[config.mk]
export PLATFORM = sky130hd
export DESIGN_NAME = home_coordinate_select
export DESIGN_NICKNAME = d
export VERILOG_FILES = /design/src/home_coord_pkg.sv /design/src/preset_edge_detect.sv /design/src/setting_select.sv /design/src/home_coordinate_select.sv
export SDC_FILE = /design/constraint.sdc
export NUM_CORES = 1
export LEC_CHECK = 0
export ABC_CLOCK_PERIOD_IN_PS = 4200
export BUFFER_PORTS_ARGS = -buffer_cell sky130_fd_sc_hd__buf_4
export CAP_MARGIN = 20
export CORE_AREA = 2 2 189 191
export DETAILED_ROUTE_END_ITERATION = 7
export DIE_AREA = 0 0 191 193
export PLACE_DENSITY_LB_ADDON = 0.25
export SYNTH_ARGS = -nofsm -noshare
export SYNTH_HDL_FRONTEND = slang
export SYNTH_SLANG_ARGS = --single-unit
[constraint.sdc]
create_clock -name mclk -period 4.2 [get_ports mclk]
set_input_delay 0.63 -clock mclk [delete_from_list [all_inputs] [get_ports mclk]]
set_output_delay 0.63 -clock mclk [all_outputs]
set_load 0.02 [all_outputs]
[src/home_coord_pkg.sv]
`default_nettype none
package home_coord_pkg;

   // Reference state of the mechanical coordinate system.
   typedef enum logic [2:0] {
      MS_UNSET  = 3'b001,
      MS_SET    = 3'b010,
      MS_HOMING = 3'b100
   } mech_st_t;

   // Selector encodings.
   localparam logic SEL_SENSOR = 1'b0;
   localparam logic SEL_MANUAL = 1'b1;

   // Codes on the manual parameter write port.
   localparam logic [3:0] PW_GEAR_DEN   = 4'h0;
   localparam logic [3:0] PW_GEAR_NUM   = 4'h1;
   localparam logic [3:0] PW_DIRECTION  = 4'h2;
   localparam logic [3:0] PW_GEAR_RATIO = 4'h3;
   localparam logic [3:0] PW_WRAP_EN    = 4'h4;
   localparam logic [3:0] PW_WRAP_ZERO  = 4'h5;
   localparam logic [3:0] PW_WRAP_RANGE = 4'h6;
   localparam logic [3:0] PW_WRAP_RATIO = 4'h7;
   localparam logic [3:0] PW_WRAP_OFFS  = 4'h8;

   // Values after reset and accepted ranges.
   localparam logic [31:0] POSITION_RST     = 32'h0000_0000;
   localparam logic [15:0] GEAR_DEFAULT     = 16'h0001;
   localparam logic [15:0] GEAR_MIN         = 16'h0001;
   localparam logic [1:0]  DIR_DEFAULT      = 2'h1;
   localparam logic [1:0]  DIR_MAX          = 2'h3;
   localparam int          DIR_CW_BIT       = 0;
   localparam int          DIR_DRIVER_BIT   = 1;
   localparam logic [15:0] GEAR_RATIO_OFF   = 16'h0000;
   localparam logic [15:0] GEAR_RATIO_ONE   = 16'h0064;
   localparam logic [15:0] GEAR_RATIO_MAX   = 16'h7fff;
   localparam logic        WRAP_EN_DEFAULT  = 1'b1;
   localparam logic [15:0] WRAP_ZERO_DEF    = 16'h0001;
   localparam logic [15:0] WRAP_RANGE_DEF   = 16'h000a;
   localparam logic [15:0] WRAP_RATIO_DEF   = 16'h1388;
   localparam logic [15:0] WRAP_RATIO_MAX   = 16'h2710;
   localparam logic [31:0] WRAP_OFFS_DEF    = 32'h0000_0000;
   localparam logic [31:0] WRAP_OFFS_MIN    = 32'he000_0000;
   localparam logic [31:0] WRAP_OFFS_MAX    = 32'h1fff_ffff;

endpackage
`default_nettype wire

[src/preset_edge_detect.sv]
`default_nettype none
module preset_edge_detect (
   // Clock and reset
   input  wire logic mclk,
   input  wire logic rst_n,
   // Sampled input
   input  wire logic sig_in,
   // Registered level and edges
   output var  logic level_q,
   output wire logic rise,
   output wire logic fall
);

   logic prev_q;

   always_ff @(posedge mclk) begin
      if (!rst_n) begin
         level_q <= 1'b0;
         prev_q  <= 1'b0;
      end else begin
         level_q <= sig_in;
         prev_q  <= level_q;
      end
   end

   // Both edges come from registered samples, so each lasts one cycle.
   assign rise = level_q & ~prev_q;
   assign fall = ~level_q & prev_q;

endmodule
`default_nettype wire

[src/setting_select.sv]
`default_nettype none
module setting_select #(
   parameter int           W       = 16,
   parameter logic [W-1:0] RST_VAL = '0
) (
   // Clock and reset
   input  wire logic         mclk,
   input  wire logic         rst_n,
   // Source choice and values
   input  wire logic         manual_sel,
   input  wire logic [W-1:0] sensor_val,
   input  wire logic [W-1:0] manual_val,
   // Registered effective value
   output var  logic [W-1:0] eff_q
);

   wire logic [W-1:0] eff_d;

   assign eff_d = manual_sel ? manual_val : sensor_val;

   always_ff @(posedge mclk) begin
      if (!rst_n) begin
         eff_q <= RST_VAL;
      end else begin
         eff_q <= eff_d;
      end
   end

endmodule
`default_nettype wire

[src/home_coordinate_select.sv]
`default_nettype none
module home_coordinate_select
   import home_coord_pkg::*;
(
   // Clock and reset
   input  wire logic        mclk,
   input  wire logic        rst_n,
   // Electrical preset and positions
   input  wire logic        electrical_preset_input,
   input  wire logic [31:0] command_position,
   input  wire logic [31:0] preset_position,
   // Coordinate events
   input  wire logic        preset_done,
   input  wire logic        homing_active,
   input  wire logic        preset_clear,
   input  wire logic        resolution_change,
   input  wire logic        high_speed_homing_req,
   // Source selectors
   input  wire logic        mech_settings_sel,
   input  wire logic        coord_wrap_sel,
   input  wire logic        mech_limit_sel,
   input  wire logic        mech_protect_sel,
   input  wire logic        jog_home_sel,
   // Manual parameter write
   input  wire logic        param_wr,
   input  wire logic [3:0]  param_code,
   input  wire logic [31:0] param_data,
   // Sensor stored values
   input  wire logic [15:0] sensor_gear_den,
   input  wire logic [15:0] sensor_gear_num,
   input  wire logic [1:0]  sensor_direction,
   input  wire logic [15:0] sensor_gear_ratio,
   input  wire logic        sensor_wrap_enable,
   input  wire logic [15:0] sensor_wrap_zero_count,
   input  wire logic [15:0] sensor_wrap_range,
   input  wire logic [15:0] sensor_wrap_ratio,
   input  wire logic [31:0] sensor_wrap_offset,
   // Home and coordinate status
   output var  logic        electrical_home_monitor,
   output var  logic        coordinate_valid_output,
   output var  logic [31:0] coordinate_position,
   output var  logic [31:0] home_reference,
   output var  logic        mech_home_commit,
   output var  logic [31:0] mech_home_value,
   // Homing request answer
   output var  logic        high_speed_homing,
   output var  logic        high_speed_homing_reject,
   // Write answer
   output var  logic        param_ack,
   output var  logic        param_reject,
   // Effective mechanism values
   output var  logic [15:0] gear_den,
   output var  logic [15:0] gear_num,
   output var  logic [1:0]  motor_direction_code,
   output var  logic        positive_cw,
   output var  logic [15:0] gear_ratio_hundredths,
   // Effective wrap values
   output var  logic        wrap_enable,
   output var  logic [15:0] wrap_zero_point_output,
   output var  logic [15:0] wrap_range,
   output var  logic [15:0] wrap_ratio,
   output var  logic [31:0] wrap_offset,
   // Protection and operation sources
   output var  logic        limit_apply,
   output var  logic        protect_apply,
   output var  logic        jog_home_manual
);

   // Accepts a manual write only when its value lies in the legal range.
   function automatic logic code_ok(input logic [3:0] code, input logic [31:0] d, input logic wrap_man);
      logic ok;
      ok = 1'b0;
      case (code)
         PW_GEAR_DEN, PW_GEAR_NUM: ok = (d[31:16] == 16'h0000) && (d[15:0] >= GEAR_MIN);
         PW_DIRECTION:             ok = (d <= {30'h0, DIR_MAX});
         PW_GEAR_RATIO:            ok = (d <= {16'h0, GEAR_RATIO_MAX});
         PW_WRAP_EN:               ok = wrap_man && (d[31:1] == 31'h0);
         PW_WRAP_ZERO, PW_WRAP_RANGE: ok = wrap_man && (d[31:16] == 16'h0000);
         PW_WRAP_RATIO:            ok = wrap_man && (d <= {16'h0, WRAP_RATIO_MAX});
         PW_WRAP_OFFS:             ok = wrap_man && ($signed(d) >= $signed(WRAP_OFFS_MIN))
                                         && ($signed(d) <= $signed(WRAP_OFFS_MAX));
         default:                  ok = 1'b0;
      endcase
      return ok;
   endfunction

   mech_st_t    st_q;
   mech_st_t    st_d;
   logic        el_level_q;
   logic [31:0] el_home_q;
   logic [31:0] mech_home_q;
   logic        preset_nonzero_q;
   logic [15:0] man_gear_den_q;
   logic [15:0] man_gear_num_q;
   logic [1:0]  man_dir_q;
   logic [15:0] man_gear_ratio_q;
   logic        man_wrap_en_q;
   logic [15:0] man_wrap_zero_q;
   logic [15:0] man_wrap_range_q;
   logic [15:0] man_wrap_ratio_q;
   logic [31:0] man_wrap_offs_q;
   logic [15:0] gear_ratio_raw;

   wire logic el_rise;
   wire logic el_fall;
   wire logic accept;
   wire logic wrap_code;
   wire logic dir_sel;
   wire logic unset_evt;
   wire logic [31:0] ref_home;
   wire logic [31:0] next_ratio;

   // Electrical preset sampling and edges.
   preset_edge_detect u_edge (
      .mclk    (mclk),
      .rst_n   (rst_n),
      .sig_in  (electrical_preset_input),
      .level_q (el_level_q),
      .rise    (el_rise),
      .fall    (el_fall)
   );

   assign accept    = param_wr && code_ok(param_code, param_data, coord_wrap_sel == SEL_MANUAL);
   assign wrap_code = (param_code >= PW_WRAP_EN) && (param_code <= PW_WRAP_OFFS);
   // Coordinates follow the electrical home while it is held, the mechanical home otherwise.
   assign ref_home  = electrical_home_monitor ? el_home_q : mech_home_q;
   // A resolution change only loses the coordinate after a nonzero preset.
   assign unset_evt = preset_clear || (resolution_change && preset_nonzero_q);
   // Codes 2 and 3 take the driver direction even in sensor mode.
   assign dir_sel   = (mech_settings_sel == SEL_MANUAL) || man_dir_q[DIR_DRIVER_BIT];
   // Zero disables the ratio, which then counts as one.
   assign next_ratio = {16'h0, (gear_ratio_raw == GEAR_RATIO_OFF) ? GEAR_RATIO_ONE : gear_ratio_raw};

   // Mechanical coordinate state; completion wins over a clear in the same cycle.
   always_comb begin
      st_d = st_q;
      unique case (st_q)
         MS_UNSET:  if (homing_active) st_d = MS_HOMING;
                    else if (preset_done) st_d = MS_SET;
         MS_SET:    if (homing_active) st_d = MS_HOMING;
                    else if (!preset_done && unset_evt) st_d = MS_UNSET;
         MS_HOMING: if (preset_done) st_d = MS_SET;
                    else if (!homing_active) st_d = MS_UNSET;
         default:   st_d = MS_UNSET;
      endcase
   end

   always_ff @(posedge mclk) begin
      if (!rst_n) begin
         st_q                    <= MS_UNSET;
         coordinate_valid_output <= 1'b0;
      end else begin
         st_q                    <= st_d;
         coordinate_valid_output <= (st_d == MS_SET);
      end
   end

   // Electrical home: captured on the rising edge, held only in this register.
   always_ff @(posedge mclk) begin
      if (!rst_n) begin
         electrical_home_monitor <= 1'b0;
         el_home_q               <= POSITION_RST;
      end else begin
         if (el_rise) begin
            electrical_home_monitor <= 1'b1;
            el_home_q               <= command_position;
         end else if (el_fall) begin
            electrical_home_monitor <= 1'b0;
         end else if (preset_done && electrical_home_monitor) begin
            el_home_q <= preset_position;
         end
      end
   end

   // Mechanical home; only this value is ever handed out for commit.
   always_ff @(posedge mclk) begin
      if (!rst_n) begin
         mech_home_q      <= POSITION_RST;
         preset_nonzero_q <= 1'b0;
         mech_home_commit <= 1'b0;
         mech_home_value  <= POSITION_RST;
      end else begin
         mech_home_commit <= preset_done;
         if (preset_done) begin
            mech_home_q      <= preset_position;
            mech_home_value  <= preset_position;
            preset_nonzero_q <= (preset_position != POSITION_RST);
         end
      end
   end

   always_ff @(posedge mclk) begin
      if (!rst_n) begin
         home_reference      <= POSITION_RST;
         coordinate_position <= POSITION_RST;
      end else begin
         home_reference      <= ref_home;
         coordinate_position <= command_position - ref_home;
      end
   end

   // High-speed homing needs a set coordinate and no electrical home.
   always_ff @(posedge mclk) begin
      if (!rst_n) begin
         high_speed_homing        <= 1'b0;
         high_speed_homing_reject <= 1'b0;
      end else begin
         high_speed_homing        <= high_speed_homing_req && !electrical_home_monitor && (st_q == MS_SET);
         high_speed_homing_reject <= high_speed_homing_req && (electrical_home_monitor || (st_q != MS_SET));
      end
   end

   // Manual parameter store; out-of-range and sensor-mode wrap writes are refused.
   always_ff @(posedge mclk) begin
      if (!rst_n) begin
         param_ack        <= 1'b0;
         param_reject     <= 1'b0;
         man_gear_den_q   <= GEAR_DEFAULT;
         man_gear_num_q   <= GEAR_DEFAULT;
         man_dir_q        <= DIR_DEFAULT;
         man_gear_ratio_q <= GEAR_RATIO_OFF;
         man_wrap_en_q    <= WRAP_EN_DEFAULT;
         man_wrap_zero_q  <= WRAP_ZERO_DEF;
         man_wrap_range_q <= WRAP_RANGE_DEF;
         man_wrap_ratio_q <= WRAP_RATIO_DEF;
         man_wrap_offs_q  <= WRAP_OFFS_DEF;
      end else begin
         param_ack    <= accept;
         param_reject <= param_wr && !accept;
         if (accept) begin
            unique case (param_code)
               PW_GEAR_DEN:   man_gear_den_q   <= param_data[15:0];
               PW_GEAR_NUM:   man_gear_num_q   <= param_data[15:0];
               PW_DIRECTION:  man_dir_q        <= param_data[1:0];
               PW_GEAR_RATIO: man_gear_ratio_q <= param_data[15:0];
               PW_WRAP_EN:    man_wrap_en_q    <= param_data[0];
               PW_WRAP_ZERO:  man_wrap_zero_q  <= param_data[15:0];
               PW_WRAP_RANGE: man_wrap_range_q <= param_data[15:0];
               PW_WRAP_RATIO: man_wrap_ratio_q <= param_data[15:0];
               PW_WRAP_OFFS:  man_wrap_offs_q  <= param_data;
            endcase
         end
      end
   end

   // Mechanism values follow the mechanism selector; direction also takes the manual value when it holds code 2 or 3.
   setting_select #(.W(16), .RST_VAL(GEAR_DEFAULT)) u_gear_den (
      .mclk(mclk), .rst_n(rst_n), .manual_sel(mech_settings_sel),
      .sensor_val(sensor_gear_den), .manual_val(man_gear_den_q), .eff_q(gear_den));
   setting_select #(.W(16), .RST_VAL(GEAR_DEFAULT)) u_gear_num (
      .mclk(mclk), .rst_n(rst_n), .manual_sel(mech_settings_sel),
      .sensor_val(sensor_gear_num), .manual_val(man_gear_num_q), .eff_q(gear_num));
   setting_select #(.W(16), .RST_VAL(GEAR_RATIO_OFF)) u_gear_ratio (
      .mclk(mclk), .rst_n(rst_n), .manual_sel(mech_settings_sel),
      .sensor_val(sensor_gear_ratio), .manual_val(man_gear_ratio_q), .eff_q(gear_ratio_raw));
   setting_select #(.W(2), .RST_VAL(DIR_DEFAULT)) u_dir (
      .mclk(mclk), .rst_n(rst_n), .manual_sel(dir_sel),
      .sensor_val(sensor_direction), .manual_val(man_dir_q), .eff_q(motor_direction_code));

   // Wrap values follow the coordinate selector.
   setting_select #(.W(1), .RST_VAL(WRAP_EN_DEFAULT)) u_wrap_en (
      .mclk(mclk), .rst_n(rst_n), .manual_sel(coord_wrap_sel),
      .sensor_val(sensor_wrap_enable), .manual_val(man_wrap_en_q), .eff_q(wrap_enable));
   setting_select #(.W(16), .RST_VAL(WRAP_ZERO_DEF)) u_wrap_zero (
      .mclk(mclk), .rst_n(rst_n), .manual_sel(coord_wrap_sel),
      .sensor_val(sensor_wrap_zero_count), .manual_val(man_wrap_zero_q), .eff_q(wrap_zero_point_output));
   setting_select #(.W(16), .RST_VAL(WRAP_RANGE_DEF)) u_wrap_range (
      .mclk(mclk), .rst_n(rst_n), .manual_sel(coord_wrap_sel),
      .sensor_val(sensor_wrap_range), .manual_val(man_wrap_range_q), .eff_q(wrap_range));
   setting_select #(.W(16), .RST_VAL(WRAP_RATIO_DEF)) u_wrap_ratio (
      .mclk(mclk), .rst_n(rst_n), .manual_sel(coord_wrap_sel),
      .sensor_val(sensor_wrap_ratio), .manual_val(man_wrap_ratio_q), .eff_q(wrap_ratio));
   setting_select #(.W(32), .RST_VAL(WRAP_OFFS_DEF)) u_wrap_offs (
      .mclk(mclk), .rst_n(rst_n), .manual_sel(coord_wrap_sel),
      .sensor_val(sensor_wrap_offset), .manual_val(man_wrap_offs_q), .eff_q(wrap_offset));

   always_ff @(posedge mclk) begin
      if (!rst_n) begin
         positive_cw           <= DIR_DEFAULT[DIR_CW_BIT];
         gear_ratio_hundredths <= GEAR_RATIO_ONE;
         limit_apply           <= 1'b1;
         protect_apply         <= 1'b1;
         jog_home_manual       <= 1'b0;
      end else begin
         positive_cw           <= motor_direction_code[DIR_CW_BIT];
         gear_ratio_hundredths <= next_ratio[15:0];
         limit_apply           <= (mech_limit_sel == SEL_SENSOR);
         protect_apply         <= (mech_protect_sel == SEL_SENSOR);
         jog_home_manual       <= (jog_home_sel == SEL_MANUAL);
      end
   end

   property p_el_capture;
      @(posedge mclk) disable iff (!rst_n) el_rise |=> (el_home_q == $past(command_position));
   endproperty
   a_el_capture: assert property (p_el_capture) else $error("electrical home not captured");

   property p_el_ref;
      @(posedge mclk) disable iff (!rst_n) electrical_home_monitor ##1 electrical_home_monitor
         |-> (home_reference == $past(el_home_q));
   endproperty
   a_el_ref: assert property (p_el_ref) else $error("reference is not electrical home");

   property p_el_release;
      @(posedge mclk) disable iff (!rst_n) el_fall
         |=> !electrical_home_monitor ##1 (home_reference == $past(mech_home_q));
   endproperty
   a_el_release: assert property (p_el_release) else $error("electrical home not released");

   property p_monitor;
      @(posedge mclk) disable iff (!rst_n) electrical_home_monitor |-> (el_level_q || el_fall || $past(el_level_q));
   endproperty
   a_monitor: assert property (p_monitor) else $error("monitor on without preset input");

   property p_commit;
      @(posedge mclk) disable iff (!rst_n) mech_home_commit
         |-> ($past(preset_done) && mech_home_value == $past(preset_position));
   endproperty
   a_commit: assert property (p_commit) else $error("commit not caused by preset");

   property p_both_homes;
      @(posedge mclk) disable iff (!rst_n) (preset_done && electrical_home_monitor && !el_rise && !el_fall)
         |=> (el_home_q == $past(preset_position)) && (mech_home_q == $past(preset_position));
   endproperty
   a_both_homes: assert property (p_both_homes) else $error("homes not loaded together");

   property p_hs_reject;
      @(posedge mclk) disable iff (!rst_n) (high_speed_homing_req && electrical_home_monitor)
         |=> high_speed_homing_reject && !high_speed_homing;
   endproperty
   a_hs_reject: assert property (p_hs_reject) else $error("high-speed homing not refused");

   property p_unset;
      @(posedge mclk) disable iff (!rst_n) ((homing_active || preset_clear) && !preset_done)
         |=> !coordinate_valid_output;
   endproperty
   a_unset: assert property (p_unset) else $error("coordinate still valid");

   property p_valid;
      @(posedge mclk) disable iff (!rst_n) (preset_done && !homing_active)
         |=> coordinate_valid_output ##1 (coordinate_valid_output || $past(homing_active || unset_evt));
   endproperty
   a_valid: assert property (p_valid) else $error("coordinate not valid after preset");

   property p_wrap_lock;
      @(posedge mclk) disable iff (!rst_n) (param_wr && wrap_code && coord_wrap_sel == SEL_SENSOR)
         |=> param_reject && $stable(man_wrap_offs_q) && $stable(man_wrap_range_q);
   endproperty
   a_wrap_lock: assert property (p_wrap_lock) else $error("wrap write accepted in sensor mode");

   property p_gear_zero;
      @(posedge mclk) disable iff (!rst_n) (param_wr && param_code == PW_GEAR_DEN && param_data == POSITION_RST)
         |=> param_reject && $stable(man_gear_den_q);
   endproperty
   a_gear_zero: assert property (p_gear_zero) else $error("zero gear accepted");

   property p_ratio;
      @(posedge mclk) disable iff (!rst_n) (gear_ratio_raw == GEAR_RATIO_OFF)
         |=> (gear_ratio_hundredths == GEAR_RATIO_ONE);
   endproperty
   a_ratio: assert property (p_ratio) else $error("disabled ratio not one");

endmodule
`default_nettype wire

==> results of run 1 <==
[final cells by class]
| class | instances | share of cell area (%) |
|---|---|---|
| flip-flops and latches | 423 | 38.4 |
| multi-input cells | 1149 | 34.8 |
| repair buffers | 493 | 16.9 |
| clock buffers | 65 | 6.09 |
| well taps | 461 | 2.62 |
| clock inverters | 17 | 0.817 |
| inverters | 21 | 0.391 |
| diodes | 2 | 0.0227 |
[power groups by stage]
stage / sequential, W / combinational, W / clock, W
6_report: 0.00427 / 0.00138 / 0.00406
4_1_cts: 0.00427 / 0.00137 / 0.00412
2_1_floorplan: 0.00450 / 0.000617 / 0
3_3_place_gp: 0.00436 / 0.00134 / 0
5_1_grt: 0.00428 / 0.00148 / 0.00429
3_5_place_dp: 0.00436 / 0.00137 / 0
[registers in the layout (all words and copies together) (netlist names), 32 cells and up]
register             cells
man_wrap_offs_q         32
u_wrap_offs.eff_q       32
home_reference          32
el_home_q               32
coordinate_position     32
mech_home_q             32
[per-layer routing]
| metal | routed length (µm) | global-route usage [%] | vias to the layer above |
|---|---|---|---|
| met5 | 0 | 0 | - |
| met3 | 4240 | 6.50 | 80 |
| met1 | 20500 | 32.5 | 6572 |
| met2 | 25600 | 47.3 | 555 |
| li1 | - | - | 6675 |
| met4 | 1320 | 9.72 | 0 |
[worst reg2reg max path, cell delays in order (launching register included)]
cell	delay [ps]
dfxtp_2	410
buf_4	520
mux2i_1	320
ha_1	310
nor2b_1	180
o31a_1	300
o2111ai_1	320
a311oi_1	150
buf_4	170
o21ai_0	140
a21o_1	220
a21oi_1	80
or3b_2	440
[cells in the mapped netlist (19+ instances only)]
cell | n | share of area (%)
clkbuf_1 | 69 | 1.5
mux2i_1 | 319 | 19
a211oi_1 | 34 | 1.5
dfxtp_1 | 423 | 50
o21ai_0 | 26 | 0.77
and2_1 | 19 | 0.71
inv_1 | 21 | 0.47
nand2_1 | 117 | 2.6
nor2_1 | 343 | 7.7
ha_1 | 33 | 2.5
a21oi_1 | 68 | 2.0
nor3_1 | 19 | 0.57
[how the worst max path moves through the flow]
stage | cells past startpoint | slack, ps | endpoint | from
final | 12 | 500 | coordinate_position[28]$_SDFF_PN0_ | electrical_home_monitor$_SDFFE_PN0P_
after global routing | 12 | 250 | coordinate_position[28]$_SDFF_PN0_ | electrical_home_monitor$_SDFFE_PN0P_
after CTS | 12 | 530 | coordinate_position[28]$_SDFF_PN0_ | electrical_home_monitor$_SDFFE_PN0P_
after detailed placement | 12 | 560 | coordinate_position[28]$_SDFF_PN0_ | electrical_home_monitor$_SDFFE_PN0P_
after global placement | 12 | 610 | coordinate_position[28]$_SDFF_PN0_ | electrical_home_monitor$_SDFFE_PN0P_
after floorplan | 12 | 560 | coordinate_position[28]$_SDFF_PN0_ | electrical_home_monitor$_SDFFE_PN0P_
[per-stage QoR]
stage	area, µm²	setup slack (ps)	cells	power (W)	hold WS [ps]
finish	22100	504	2631	0.00971	207
global route	22100	252	2631	0.0101	199
CTS	22000	525	2628	0.00977	178
detailed placement	20500	561	2546	0.00572	429
global placement	20500	612	2546	0.00569	418
floorplan	16800	564	1703	0.00512	409
[cells by family (layout without fill, tap and decap cells)]
| family | count (synthesis) | in the layout | synth area share (%) |
|---|---|---|---|
| and+or+nand+nor | 595 | 595 | 15.9 |
| DFF | 423 | 423 | 50.4 |
| muxes | 320 | 320 | 19.1 |
| AOI/OAI and AO/OA | 179 | 179 | 6.93 |
| buffers and inverters | 131 | 596 | 4.06 |
| adders and majority gates | 34 | 34 | 2.58 |
| xor gates and xnor gates | 21 | 21 | 1.09 |
| other | 0 | 2 | 0 |
==> impl_metrics.ini, run 1 <==
[floorplan]
die_area_um2 = 36900
core_um2 = 35000
io_pins = 483
die_h_um = 193
rows = 69
dieWidth_um = 191
initial_core_util_pct = 48.1

[worst_setup_path]
cp.required_ps = 4640
worstSetupPathType = reg -> reg
crit_path_start_kind = flip-flop
cp_cell_sequence = buf_4 > mux2i_1 > ha_1 > nor2b_1 > o31a_1 > o2111ai_1 > a311oi_1 > buf_4 > o21ai_0 > a21o_1 > a21oi_1 > or3b_2
slowest_delay_ps = 520
endpoint_kind = flip-flop
arrival_ps = 4140
path_buf_inv = 2
crit_path_frequent_cell = buf_4
r2r_start = electrical_home_monitor$_SDFFE_PN0P_
path_delay_family = compound AO/OA/AOI/OAI gates
critPathSlowestCell = buf_4
cp_max_fo = 33
r2r_slack_ps = 500
r2r_end = coordinate_position[28]$_SDFF_PN0_
worst-r2r-cell-count = 12

[route]
via_per_inst = 5.28
drt_iter0_drc = 1015
drc = 0
wl_um = 51600
num_vias = 13900
drtAntennaViolNets = 0
wire_per_inst_um = 19.6
drt-pass1-iter-count = 5

[timing]
period_share_pct = 88.0
hold_viol_final = 0
tightestPinTransition_ps = 969
finalMaxSlewViolations = 0
fmax_ghz = 0.271
setup_viol = 0
slew_headroom_pct = 34.8
rsz0062_at_grt = false
layout_min_cycle_time_ps = 3700
setup_tns_ps = 0
fin_skew_ps = 18.0

[global_route]
overflow = 0
grt_pass1_wl_um = 76800
track_usage_pct = 27.1
grt_max_degree = 115
grt_pass1_vias = 13500
antenna_found_initial = 2

[placed_design]
io_buffers = 482
gp_congestion = 0.896
place_hpwl_um = 36900

[min_path]
hp-class = in -> reg
min-delay-start = mech_limit_sel
hold_end = limit_apply$_SDFF_PN1_
whs_path_depth = 2

[clocking]
cts_tree = yes
cts_made_buffers = 45
clock_path_buffers = 3
clk_latency_ps = 570
cts_root_buf = clkbuf_16
cts.sinks = 423
ctsHoldBuffers = 0
cts-resized-gates = 0
postCtsSetupBuffers = 0
htree_levels = 2
clkTransAtPathRegs_ps = 60

[cells_and_area]
final_common_cell = buf_4
final_cell_mix = 491 x buf_4, 422 x dfxtp_1, 341 x nor2_1, 319 x mux2i_1, 117 x nand2_1
drive_gt1_share_pct = 27.3
fill_cells = 2904
final_util_pct = 63.1
multiInputGateArea_um2 = 7670
final_nets = 2412
seq_area_um2 = 8470
area_growth_pct = 31.2

[run_status]
status = finished clean

[yosys]
synth_cells = 1703
syn-num-nets = 1982
yosys_warnings = 0
synth_edf_count = 0
async_flop_share_pct = 0
syn_avg_cell_area_um2 = 9.87
synth_cell_types = 68
syn-cell-area_um2 = 16800
ys.flop_type = dfxtp_1
synth_seq_cells = 423
synth_seq_area_share_pct = 50.4

[job]
drv_cap = 0

[power_and_ir_drop]
clkPwrFrac_pct = 41.8
leakage_nw = 9.80
swShare_pct = 25.8
p_seq_share_pct = 44.0
internal-power_w = 0.00720
pwr-share-comb_pct = 14.2
cellPowerDensity_nw_per_um2 = 440
ir_drop_mv = 0.367
p_switching_w = 0.00251
Power figures use the tool's default switching activity.
==> run 2, diff against run 1 <==
--- a/config.mk
+++ b/config.mk
@@ -8,9 +8,11 @@
 export ABC_CLOCK_PERIOD_IN_PS = 4200
 export BUFFER_PORTS_ARGS = -buffer_cell sky130_fd_sc_hd__buf_4
 export CAP_MARGIN = 20
-export CORE_AREA = 2 2 189 191
+export CELL_PAD_IN_SITES_DETAIL_PLACEMENT = 1
+export CELL_PAD_IN_SITES_GLOBAL_PLACEMENT = 1
+export CORE_MARGIN = 2
+export CORE_UTILIZATION = 39
 export DETAILED_ROUTE_END_ITERATION = 7
-export DIE_AREA = 0 0 191 193
 export PLACE_DENSITY_LB_ADDON = 0.25
 export SYNTH_ARGS = -nofsm -noshare
 export SYNTH_HDL_FRONTEND = slang
==> impl_metrics.ini, run 2 (same netlist as run 1, synthesis figures left out) <==
[run_status]
status = finished clean

[floorplan]
dieWidth_um = 212
initial_core_util_pct = 39.3
io_pins = 483
die_area_um2 = 44800
core_um2 = 42800
rows = 76
die_h_um = 212

[worst_setup_path]
slowest_delay_ps = 530
crit_start = electrical_home_monitor$_SDFFE_PN0P_
arrival_ps = 4270
cp.required_ps = 4650
cp-endpoint = coordinate_position[28]$_SDFF_PN0_
crit_path_start_kind = flip-flop
worst-r2r-cell-count = 12
endpoint_kind = flip-flop
r2r_end = coordinate_position[28]$_SDFF_PN0_
path_buf_inv = 1
critPathSlowestCell = dfxtp_2
r2r_slack_ps = 380
path_delay_family = compound AO/OA/AOI/OAI gates
cp_cell_sequence = mux2_2 > ha_1 > fa_1 > nor2b_1 > o31a_1 > o2111ai_1 > a311oi_1 > buf_4 > o21ai_0 > a21o_1 > nand3_1 > or3b_2
worstSetupPathType = reg -> reg
critical_path_cell_count = 12
cp_max_fo = 11
r2r_start = electrical_home_monitor$_SDFFE_PN0P_

[timing]
finalMaxSlewViolations = 0
setup_viol = 0
layout_min_cycle_time_ps = 3820
hold_viol_final = 0
tightestPinTransition_ps = 1020
rsz0062_at_grt = false
setup_tns_ps = 0
fin_skew_ps = 13.8
period_share_pct = 90.9
slew_headroom_pct = 31.5
fmax_ghz = 0.262

[cells_and_area]
multiInputGateArea_um2 = 7670
drive_gt1_share_pct = 27.4
seq_area_um2 = 8470
fill_cells = 4865
final_cell_mix = 494 x buf_4, 422 x dfxtp_1, 341 x nor2_1, 319 x mux2i_1, 117 x nand2_1
final_common_cell = buf_4
final_nets = 2417
area_growth_pct = 32.0
fin_area_um2 = 22200

[placed_design]
place_area_um2 = 20600
place_hpwl_um = 41500
gp_congestion = 0.875
io_buffers = 482

[clocking]
cts_tree = yes
htree_levels = 2
clk_latency_ps = 580
cts-resized-gates = 0
cts_root_buf = clkbuf_16
clock_path_buffers = 3
cts.sinks = 423
ctsHoldBuffers = 0
clkTransAtPathRegs_ps = 60
cts_made_buffers = 47
postCtsSetupBuffers = 0

[power_and_ir_drop]
cellPowerDensity_nw_per_um2 = 438
ir_drop_mv = 0.325
leakage_nw = 9.82

[global_route]
antenna_found_initial = 5
grt_pass1_wl_um = 86100
overflow = 0
grt_pass1_vias = 14700
track_usage_pct = 25.0
grt_max_degree = 122

[min_path]
whs_path_depth = 2
hp-class = in -> reg

[route]
drt_iter0_drc = 683
num_vias = 14000
drc = 0
via_per_inst = 5.13
drt-pass1-iter-count = 4
wl_um = 57700
wire_per_inst_um = 21.2
drtAntennaViolNets = 0

[job]
drv_cap = 0
-- run 2: cell count changes in the layout (fill, tap and decap cells not counted), sizes merged --
cell      delta
clkbuf       +4
diode        +4
clkinvlp     +1
inv          -3
buf          +3
bufinv       -2
clkinv       +4
-- run 2: stage by stage --
stage / setup slack (ps) / utilization (%) / hold WS [ps] / instances / power (W)
2_1_floorplan: 564 / - / 409 / 1703 / 0.00512
3_3_place_gp: 539 / 48.2 / 424 / 2634 / 0.00572
3_5_place_dp: 432 / 48.2 / 428 / 2634 / 0.00576
4_1_cts: 409 / 51.8 / 177 / 2720 / 0.00982
5_1_grt: 266 / 51.9 / 202 / 2725 / 0.0101
6_report: 380 / 51.9 / 215 / 2727 / 0.00973
-- run 2: layout make-up --
class,count,share of cell area (%)
clock buffers,69,6.26
flip-flops and latches,423,38.2
repair buffers,496,16.9
multi-input cells,1149,34.6
diodes,6,0.0677
well taps,546,3.08
clock inverters,17,0.586
inverters,21,0.389
-- run 2: worst register-to-register path: cells and delay by family (launching register included) --
kind	cells	cell delay (ps)
mux	1	400
buf+inv	1	200
compound gates	5	1200
simple gates	3	730
fa+ha+maj	2	610
flops	1	530
-- run 2: per-layer routing --
layer / global-route usage [%] / wire length [µm] / share of wire (%)
met1: 29.4 / 23400 / 41
met3: 6.42 / 3920 / 6.8
met5: 0 / 0 / 0
met4: 9.37 / 1610 / 2.8
met2: 43.7 / 28800 / 50
-- run 2: how the worst min path moves through the flow --
stage / startpoint / endpoint / slack [ps]
2_1_floorplan: man_gear_ratio_q[15]$_SDFFE_PN0P_ / man_gear_ratio_q[15]$_SDFFE_PN0P_ / 410
3_3_place_gp: man_gear_ratio_q[15]$_SDFFE_PN0P_ / man_gear_ratio_q[15]$_SDFFE_PN0P_ / 420
3_5_place_dp: man_gear_ratio_q[15]$_SDFFE_PN0P_ / man_gear_ratio_q[15]$_SDFFE_PN0P_ / 430
4_1_cts: mech_protect_sel / protect_apply$_SDFF_PN1_ / 180
5_1_grt: mech_protect_sel / protect_apply$_SDFF_PN1_ / 200
6_report: mech_protect_sel / protect_apply$_SDFF_PN1_ / 210
-- run 2: power by group --
part / total, W / internal, W / switching [W]
registers: 0.00427 / 0.00419 / 0.0000837
logic: 0.00141 / 0.000602 / 0.000811
clock network: 0.00404 / 0.00235 / 0.00169
total: 0.00973 / 0.00714 / 0.00258
==> run 3, diff against run 2 <==
--- a/config.mk
+++ b/config.mk
@@ -8,7 +8,7 @@
 export ABC_CLOCK_PERIOD_IN_PS = 4200
 export BUFFER_PORTS_ARGS = -buffer_cell sky130_fd_sc_hd__buf_4
 export CAP_MARGIN = 20
-export CELL_PAD_IN_SITES_DETAIL_PLACEMENT = 1
+export CELL_PAD_IN_SITES_DETAIL_PLACEMENT = 0
 export CELL_PAD_IN_SITES_GLOBAL_PLACEMENT = 1
 export CORE_MARGIN = 2
 export CORE_UTILIZATION = 39
==> impl_metrics.ini, run 3 (same netlist as run 1, synthesis figures left out) <==
[clocking]
clock_path_buffers = 3
ctsHoldBuffers = 0
htree_levels = 2
cts-resized-gates = 0
cts_tree = yes
cts_made_buffers = 46
cts.sinks = 423
clkTransAtPathRegs_ps = 60
postCtsSetupBuffers = 0
clk_latency_ps = 590
cts_root_buf = clkbuf_16

[global_route]
grt_max_degree = 122
grt_pass1_wl_um = 79000
met2_usage_pct = 39.0
antenna_found_initial = 3
grt_pass1_vias = 13400
overflow = 0
met1_usage_pct = 28.1
track_usage_pct = 23.0
grt.busiest_layer = met2
use_met3_pct = 6.42

[timing]
slew_headroom_pct = 28.8
setup_viol = 0
fmax_ghz = 0.266
setup_tns_ps = 0
fin_skew_ps = 13.5
finalMaxSlewViolations = 0
period_share_pct = 89.5
layout_min_cycle_time_ps = 3760
rsz0062_at_grt = false
tightestPinTransition_ps = 1060
hold_viol_final = 0

[floorplan]
die_area_um2 = 44800
dieWidth_um = 212
io_pins = 483
rows = 76
core_um2 = 42800
die_h_um = 212
initial_core_util_pct = 39.3

[worst_setup_path]
worst-r2r-cell-count = 12
r2r_start = electrical_home_monitor$_SDFFE_PN0P_
cp.required_ps = 4660
r2r_slack_ps = 440
cp-endpoint = coordinate_position[28]$_SDFF_PN0_
worstSetupPathType = reg -> reg
arrival_ps = 4220
r2r_end = coordinate_position[28]$_SDFF_PN0_
cp_max_fo = 11
crit_start = electrical_home_monitor$_SDFFE_PN0P_
endpoint_kind = flip-flop
critPathSlowestCell = dfxtp_2
slowest_delay_ps = 540
cp_cell_sequence = mux2_2 > ha_1 > fa_1 > nor2b_1 > o31a_1 > o2111ai_1 > a311oi_1 > buf_4 > o21ai_0 > a21o_1 > nand3_1 > or3b_2
crit_path_start_kind = flip-flop

[cells_and_area]
final_nets = 2416
area_growth_pct = 32.0
final_common_cell = buf_4
drive_gt1_share_pct = 27.3
fin_area_um2 = 22200
final_cell_mix = 494 x buf_4, 422 x dfxtp_1, 341 x nor2_1, 319 x mux2i_1, 117 x nand2_1

[placed_design]
place_hpwl_um = 37800
io_buffers = 482
gp_congestion = 0.875
place_area_um2 = 20600

[route]
wire_per_inst_um = 19.4
via_per_inst = 5.02
num_vias = 13700
drt_iter0_drc = 917
drt-pass1-iter-count = 5
drtAntennaViolNets = 0
wl_um = 52800
drc = 0

[job]
drv_cap = 0

[power_and_ir_drop]
p_switching_w = 0.00253
swShare_pct = 26.0
internal-power_w = 0.00719
leakage_nw = 9.82
ir_drop_mv = 0.319
clkPwrFrac_pct = 41.9
pwr-share-comb_pct = 14.3
p_seq_share_pct = 43.9
cellPowerDensity_nw_per_um2 = 438

[run_status]
status = finished clean

[min_path]
hp-class = in -> reg
## run 3: cell types whose count changed in the layout (fill, tap and decap cells not counted)
cell / before / now
clkbuf_1: 10 / 11
inv_8: 1 / 2
clkbuf_8: 11 / 12
clkinv_8: 1 / 0
clkbuf_16: 48 / 47
diode_2: 6 / 3
clkinv_4: 0 / 1
inv_16: 0 / 1
bufinv_16: 1 / 2
clkinv_2: 12 / 7
clkinvlp_4: 2 / 0
## run 3: worst min path at each step
| stage | startpoint | to | slack, ps | depth (start not counted) |
|---|---|---|---|---|
| after detailed placement | man_gear_ratio_q[15]$_SDFFE_PN0P_ | man_gear_ratio_q[15]$_SDFFE_PN0P_ | 430 | 2 |
| final | mech_protect_sel | protect_apply$_SDFF_PN1_ | 210 | 2 |
| after global placement | man_gear_ratio_q[15]$_SDFFE_PN0P_ | man_gear_ratio_q[15]$_SDFFE_PN0P_ | 420 | 2 |
| after global routing | mech_protect_sel | protect_apply$_SDFF_PN1_ | 180 | 2 |
| after floorplan | man_gear_ratio_q[15]$_SDFFE_PN0P_ | man_gear_ratio_q[15]$_SDFFE_PN0P_ | 410 | 2 |
| after CTS | mech_protect_sel | protect_apply$_SDFF_PN1_ | 170 | 2 |
## run 3: cell type report
type                    count  area [µm²]
flip-flops and latches    423        8470
well taps                 546         683
repair buffers            496        3740
clock buffers              70        1380
diodes                      3        7.51
clock inverters            13         144
inverters                  21        86.3
fillers                  3988       20600
multi-input cells        1149        7670
## run 3: power groups by stage
stage               Sequential, W  Combinational, W  Clock, W
detailed placement        0.00435           0.00139         0
CTS                       0.00426           0.00139   0.00418
global placement          0.00435           0.00137         0
floorplan                 0.00450          0.000617         0
global route              0.00428           0.00150   0.00435
finish                    0.00426           0.00139   0.00407
## run 3: critical path: cells and delay by family (launching register included)
kind / cells / cell delay [ps]
simple gates: 3 / 740
buf+inv: 1 / 190
fa+ha+maj: 2 / 620
mux: 1 / 390
compound gates: 5 / 1170
flops: 1 / 540
## run 3: per-stage QoR
| stage | power [W] | utilization, % | setup WS [ps] | hold WS, ps | cells |
|---|---|---|---|---|---|
| floorplan | 0.00512 | - | 564 | 409 | 1703 |
| global placement | 0.00572 | 48.2 | 539 | 424 | 2634 |
| detailed placement | 0.00574 | 48.2 | 485 | 426 | 2634 |
| CTS | 0.00983 | 51.8 | 470 | 174 | 2717 |
| global route | 0.0101 | 51.8 | 288 | 183 | 2719 |
| finish | 0.00972 | 51.9 | 442 | 207 | 2721 |
## run 3: routing by layer
metal	part of all wire [%]	routed length, µm
met5	0	0
met4	2.5	1340
met3	7.8	4130
met2	48	25300
met1	42	22000
